==> src/rtl/oce_map.vh <==
// constants for the output clock edge control block
// assumes a 20 MHz mclk and a 26-step phase grid per sample period
`ifndef OCE_MAP_VH
`define OCE_MAP_VH
`define OCE_REG_EDGE     8'h44
`define OCE_REG_IFSEL    8'h41
`define OCE_EDGE_RESET   8'h00
`define OCE_IFSEL_RESET  8'h00
`define OCE_IFSEL_BIT    7
`define OCE_UP_HI        7
`define OCE_UP_LO        5
`define OCE_LO_HI        4
`define OCE_LO_LO        2
`define OCE_CODE_DEF0    3'h0
`define OCE_CODE_DEF1    3'h4
`define OCE_CODE_DLY4    3'h5
`define OCE_CODE_ADV7    3'h6
`define OCE_CODE_ADV4    3'h7
`define OCE_STEPS        5'h1A
`define OCE_HALF         5'h0D
`define OCE_SHIFT4       5'h04
`define OCE_SHIFT7       5'h07
`define OCE_ZERO_PH      5'h00
`define OCE_STEPS_WIDE   10'h01A
`define OCE_RDATA_ZERO   8'h00
`endif

==> src/rtl/oce_phase_gen.v <==
// 26-step phase counter locked to the sampled conversion clock
// assumes convClk was already passed through two flip-flops
`timescale 1ns/1ns
`include "oce_map.vh"
module oce_phase_gen (
  mclk,
  resetn,
  convClkSync,
  phase,
  periodStart
);
  input  wire       mclk;
  input  wire       resetn;
  input  wire       convClkSync;
  output reg  [4:0] phase;
  output wire       periodStart;

  reg convPrev_q;

  // each rising edge of the sample clock restarts the count; the count
  // holds at the last step, so a long period reads as 26 cycles and
  // never wraps into a false short length
  assign periodStart = convClkSync & ~convPrev_q;

  always @(posedge mclk) begin
    if (!resetn) begin
      convPrev_q <= 1'b0;
      phase      <= `OCE_ZERO_PH;
    end else begin
      convPrev_q <= convClkSync;
      if (periodStart)
        phase <= `OCE_ZERO_PH;
      else if (phase != `OCE_STEPS - 5'h01)
        phase <= phase + 5'h01;
    end
  end
endmodule // oce_phase_gen

==> src/rtl/oce_edge_ctrl.v <==
// output clock edge placement for the converter output port
// assumes a simple register write/read port on mclk and an external
// conversion clock; phase resolution is limited by the mclk rate
// the 26-step grid is mapped onto the measured length of the last
// sample period, so a shift keeps its share of the period as the
// conversion rate changes; periods above 26 mclk cycles are capped
//
// What this block does
// - six-bit field in bits 7:2 places edges, meaning depends on interface.
// - codes 000 and 100 keep the edge at its default position.
// - falling edge: upper field in differential, lower in single-ended.
// - rising edge: lower field in differential, upper in single-ended.
// - every shift is a fraction of the sample period, tracking rate up to 26 mclk cycles.
// - interface bit zero means single-ended, one means differential.
`timescale 1ns/1ns
`include "oce_map.vh"
module oce_edge_ctrl (
  mclk,
  resetn,
  regWrite,
  regAddr,
  regWdata,
  regRdata,
  convClk,
  sampleOutputClock,
  ddrMode,
  risePhase,
  fallPhase
);
  input  wire       mclk;
  input  wire       resetn;
  input  wire       regWrite;
  input  wire [7:0] regAddr;
  input  wire [7:0] regWdata;
  output reg  [7:0] regRdata;
  input  wire       convClk;
  output reg        sampleOutputClock;
  output wire       ddrMode;
  output reg  [4:0] risePhase;
  output reg  [4:0] fallPhase;

  reg  [7:0] edgeCtrl_q;
  reg  [7:0] ifSel_q;
  reg        convMeta_q;
  reg        convSync_q;
  wire [4:0] phase;
  wire       periodStart;
  reg  [2:0] riseCode;
  reg  [2:0] fallCode;
  reg  [4:0] riseNext;
  reg  [4:0] fallNext;
  reg  [4:0] periodLen_q;
  wire [4:0] riseCycle;
  wire [4:0] fallCycle;

  // pick one three-bit subfield of the edge byte; used for both
  // edges, with the choice of half flipped by the interface bit
  function [2:0] pickField;
    input [7:0] ctrl;
    input       upper;
    begin
      if (upper)
        pickField = ctrl[`OCE_UP_HI:`OCE_UP_LO];
      else
        pickField = ctrl[`OCE_LO_HI:`OCE_LO_LO];
    end
  endfunction

  // turn a grid step (0..25 of 26) into an mclk cycle of the period
  // the product stays below 26 * 26, so ten bits never overflow;
  // the result is rounded down, which is the coarse part of the grid
  function [4:0] stepToCycle;
    input [4:0] step;
    input [4:0] len;
    reg   [9:0] prod;
    begin
      prod        = {5'h00, step} * {5'h00, len};
      prod        = prod / `OCE_STEPS_WIDE;
      stepToCycle = prod[4:0];
    end
  endfunction

  // map a code to a target phase around a default edge phase
  // advances are added as 26 minus the shift so the sum never goes
  // negative; one conditional subtract brings it back onto the grid
  function [4:0] edgePos;
    input [2:0] code;
    input [4:0] base;
    reg   [5:0] sum;
    begin
      sum = {1'b0, base};
      case (code)
        `OCE_CODE_DLY4: sum = {1'b0, base} + {1'b0, `OCE_SHIFT4};
        `OCE_CODE_ADV7: sum = {1'b0, base} + {1'b0, `OCE_STEPS}
                              - {1'b0, `OCE_SHIFT7};
        `OCE_CODE_ADV4: sum = {1'b0, base} + {1'b0, `OCE_STEPS}
                              - {1'b0, `OCE_SHIFT4};
        default: sum = {1'b0, base};
      endcase
      if (sum >= {1'b0, `OCE_STEPS})
        sum = sum - {1'b0, `OCE_STEPS};
      edgePos = sum[4:0];
    end
  endfunction

  // registers: bits 1:0 stored as written, host keeps them zero
  always @(posedge mclk) begin
    if (!resetn) begin
      edgeCtrl_q <= `OCE_EDGE_RESET;
      ifSel_q    <= `OCE_IFSEL_RESET;
    end else if (regWrite) begin
      if (regAddr == `OCE_REG_EDGE)
        edgeCtrl_q <= regWdata;
      if (regAddr == `OCE_REG_IFSEL)
        ifSel_q <= regWdata;
    end
  end

  // read back; unmapped addresses read zero
  always @(posedge mclk) begin
    if (!resetn)
      regRdata <= 8'h00;
    else if (regAddr == `OCE_REG_EDGE)
      regRdata <= edgeCtrl_q;
    else if (regAddr == `OCE_REG_IFSEL)
      regRdata <= ifSel_q;
    else
      regRdata <= `OCE_RDATA_ZERO;
  end

  assign ddrMode = ifSel_q[`OCE_IFSEL_BIT];

  // subfield routing swaps with the interface choice
  // differential: upper half moves the fall; single-ended: the rise
  always @* begin
    fallCode = pickField(edgeCtrl_q, ddrMode);
    riseCode = pickField(edgeCtrl_q, ~ddrMode);
    riseNext = edgePos(riseCode, `OCE_ZERO_PH);
    fallNext = edgePos(fallCode, `OCE_HALF);
  end

  // two-flop synchroniser for the foreign conversion clock
  always @(posedge mclk) begin
    if (!resetn) begin
      convMeta_q <= 1'b0;
      convSync_q <= 1'b0;
    end else begin
      convMeta_q <= convClk;
      convSync_q <= convMeta_q;
    end
  end

  oce_phase_gen uPhase (
    .mclk        (mclk),
    .resetn      (resetn),
    .convClkSync (convSync_q),
    .phase       (phase),
    .periodStart (periodStart)
  );

  // length of the last sample period in mclk cycles; the phase count
  // holds at 25, so a slow conversion clock reads as 26 cycles and
  // its edges then sit on a fixed grid rather than a scaled one
  always @(posedge mclk) begin
    if (!resetn)
      periodLen_q <= `OCE_STEPS;
    else if (periodStart)
      periodLen_q <= phase + 5'h01;
  end

  // grid steps scaled onto the measured period
  assign riseCycle = stepToCycle(risePhase, periodLen_q);
  assign fallCycle = stepToCycle(fallPhase, periodLen_q);

  // edge targets load only at a period start so a rewrite never
  // produces a runt pulse mid-period
  always @(posedge mclk) begin
    if (!resetn) begin
      risePhase <= `OCE_ZERO_PH;
      fallPhase <= `OCE_HALF;
    end else if (periodStart) begin
      risePhase <= riseNext;
      fallPhase <= fallNext;
    end
  end

  // output clock toggles at the scaled cycles of the selected steps
  // latency: a conversion clock rise is seen three mclk later, so the
  // whole output clock trails the sample clock by that fixed amount
  // when both edges land on one cycle the rise wins and the clock
  // stays high; only short periods do that, and equal shift codes only at a one-cycle period
  always @(posedge mclk) begin
    if (!resetn)
      sampleOutputClock <= 1'b0;
    else if (phase == riseCycle)
      sampleOutputClock <= 1'b1;
    else if (phase == fallCycle)
      sampleOutputClock <= 1'b0;
  end
endmodule // oce_edge_ctrl

==> config.mk <==
export PLATFORM = sky130hd
export DESIGN_NAME = oce_edge_ctrl
export DESIGN_NICKNAME = d
export VERILOG_FILES = /design/src/rtl/oce_phase_gen.v /design/src/rtl/oce_edge_ctrl.v
export VERILOG_INCLUDE_DIRS = /design/src /design/src/rtl
export SDC_FILE = /design/constraint.sdc
export NUM_CORES = 1
export LEC_CHECK = 0
export BUFFER_PORTS_ARGS = -buffer_cell sky130_fd_sc_hd__buf_2
export CAP_MARGIN = 15
export CORE_AREA = 5 5 105 107
export DETAILED_ROUTE_END_ITERATION = 6
export DIE_AREA = 0 0 110 112
export PLACE_DENSITY = 0.82
export REMOVE_ABC_BUFFERS = 1
export SLEW_MARGIN = 0
export SYNTH_ARGS = -nofsm -noshare
export SYNTH_HDL_FRONTEND = slang
export SYNTH_SLANG_ARGS = --single-unit
==> constraint.sdc <==
create_clock -name mclk -period 6.5 [get_ports mclk]
set_input_delay 0.65 -clock mclk [delete_from_list [all_inputs] [get_ports mclk]]
set_output_delay 0.65 -clock mclk [all_outputs]
set_load 0.02 [all_outputs]
==> metrics <==
outcome complete, no violations; part of the cycle the worst path needs 95.13%; crit start category flop; CTS root buf clkbuf_8; largest net degree at the start of global routing 44; Max-Cap Viols 0; clock share of power 9.4%; EDFF count, synth 0; DP Worst Slack 196.0 ps; fin nets 782; fillers 921; final setup violating endpoints 0; Comb pwr share 73.5%; row cnt 37; Clock transition at path regs 80 ps; most common cell after layout, fill and taps aside nand2_1; worst path required time 6700 ps; total CTS buffers 5; Synth Flop Type dfxtp_1; top cells by area, synth dfxtp_1 (17%), ha_1 (9.8%), nand2_1 (5.1%); Data arrival, critical path 6390 ps; Syn Inst Count 687; commonest non-fill, non-tap cells in the layout nand2_1 (73), dfxtp_1 (44), ha_1 (42); Async S/R FF share, synth 0%; DRC viols 0; Critical-path top delay cell fa_1; TritonCTS clock tree built; Area Overhead vs Synth 8.174%; CP cell instances and2_1, inv_1, fa_1, inv_1, ha_1, fa_1, ha_1, nand2b_1, a211oi_1, or3_1, o31ai_2, nand2_1, a32oi_1, o2111ai_1, and3_1, and3_1, o41ai_1, nand3_1, a211oi_1, mux2i_1, a31o_1; Die Wd 110 um; Layout Skew 8.653 ps; worst skew pair latency 300 ps; hold_buf cts 0; DRT Pass-1 Iters 5; Initial Util 53.48%; worst vdd ir 200.2 uV; Worst Path Buf+Inv 2; CP endpoint kind flop; worst-case clock buffer depth 2; die footprint 0.01232 mm2; Int Power 0.8897 mW; num ports 40; n_diodes 0; antenna violations before repair 0; post-route cell area 0.005812 mm2; Wirelength per Cell 15.78 um; Static Leakage 2.343 nW; Syn Area/Cell 7.820 um2; Seq/Total Area, Yosys 17.14%; top cell type's share of synthesized area 17.14%; final hold violations 0; DR iter-0 viols 346; switch share 49.39%; Final Worst Setup Slack 316.2 ps; largest area contributor in the netlist dfxtp_1; Design Power 1.758 mW; RSZ-0062 raised after global routing no; cell class contributing the biggest share of worst-path delay compound AO/OA/AOI/OAI gates; routed vias/inst 6.332; fin crit period 6184 ps; GP Congestion 0.9231; f_max 161.7 MHz; share of cells above drive strength 1 13.86%; Final Max Slew Viols 0; GRT Total Usage 21.30%; Clock Sinks 46; Util after Layout 57.85%; Unique masters post-synth 92; cell area after synthesis 0.005373 mm2; Placed Area 0.005652 mm2; first-pass GRT wire length 22.53 mm; crit path kind reg2reg; port bufs 38; vias 5338; Core ar. 0.01005 mm2; Seq cells post-synth 46; HP Class reg2reg; Final Routed Wirelength 13.30 mm; Sw Pwr 0.8684 mW; synth warn 0; Max FO, Critical Path 8; total congestion overflow 0; HPWL after DPL 10.27 mm; vias in the first global route 5140; Worst Max-Slew Pin Slew 1020 ps; CP max stage delay 530 ps; Die Ht 112 um; antenna-violating nets left 0; H-tree Lvls 2; Worst slew margin 31.71%; Seq pwr share 17.1%; Setup TNS Final 0 ps; cell area power density 302.5 mW/mm2
==> cell usage after synthesis (7+ instances only) <==
library cell,number
a22oi_1,8
o211ai_1,26
nand2_1,73
a31oi_1,8
nand3_1,32
fa_1,13
o21a_1,9
a211oi_1,14
clkbuf_1,26
xor2_1,8
or3_1,9
nor2b_1,14
nand2b_1,7
xnor2_1,17
mux2i_1,9
a21oi_1,27
dfxtp_1,46
o21ai_0,18
nor2_1,34
o31ai_1,7
and2_1,31
ha_1,42
nor3_1,15
a21boi_0,20
inv_1,34
==> power by group through the flow <==
stage / sequential, mW / clock [mW] / combinational [mW]
3_3_place_gp: 0.307 / 0 / 1.22
5_1_grt: 0.302 / 0.182 / 1.42
4_1_cts: 0.300 / 0.168 / 1.25
2_1_floorplan: 0.308 / 0 / 0.940
6_report: 0.301 / 0.164 / 1.29
3_5_place_dp: 0.307 / 0 / 1.24
==> cell families (layout without fill, tap and decap cells) <==
kind of cell	Yosys count	after routing	synth area share, %
adders and majority gates	55	55	14.62
AOI/OAI and AO/OA	215	215	30.55
muxes	12	12	2.515
buffers and inverters	70	90	5.333
DFF	46	46	17.14
other	1	1	0.06980
xor gates and xnor gates	26	26	4.378
and+or+nand+nor	262	262	25.38
==> area by class of cell <==
type,instances,area [um2],area share (%)
Clock buffer,6,72.57,1.249
Clock inverter,1,7.507,0.1292
Inverter,34,127.6,2.196
Multi-Input combinational cell,571,4238,72.92
Sequential cell,46,923.4,15.89
Tap cell,136,170.2,2.928
Timing Repair Buffer,49,272.8,4.693
==> what timing repair did <==
item | 4_1_cts | 5_1_grt
gates resized for setup | 0 | 15
buffers inserted | 0 | 2
setup endpoints to repair | 0 | 1
==> flip-flops by register name (all words and copies together) (netlist names) <==
signal / cells
edgeCtrl_q: 8
ifSel_q: 8
regRdata: 8
fallPhase: 5
periodLen_q: 5
uPhase.phase: 5
risePhase: 3
convMeta_q: 1
convSync_q: 1
sampleOutputClock: 1
uPhase.convPrev_q: 1
==> through the flow <==
stage	std cells	hold slack, ps
floorplan	651	411.8
global placement	834	421.5
CTS	841	443.5
finish	843	437.6
detailed placement	834	424.3
global route	843	479.6
==> worst register-to-register path, stage by stage, from the launching register on <==
cell and delay, ps:
dfxtp_1 420, and2_1 190, inv_1 70, fa_1 530
inv_1 40, ha_1 300, fa_1 480, ha_1 410
nand2b_1 180, a211oi_1 140, or3_1 370, o31ai_2 440
nand2_1 140, a32oi_1 470, o2111ai_1 260, and3_1 330
and3_1 220, o41ai_1 430, nand3_1 130, a211oi_1 270
mux2i_1 120, a31o_1 180
==> routing by layer <==
layer  vias up  GRT usage, %  routed length, um
met3        35         2.725                695
met4         0         7.398                351
met1      2510         27.28               5645
met5         -             0                  0
met2       186         36.29               6611
li1       2607             -                  -
==> worst paths after layout <==
kind	slack, ps	to	cells past startpoint	start
worst max register to register	320	sampleOutputClock	21	risePhase[1]
worst max-delay path	320	sampleOutputClock	21	risePhase[1]
worst min-delay path	440	convSync_q	1	convMeta_q
worst min register to register	440	convSync_q	1	convMeta_q
(Power assumes the default switching activity.)
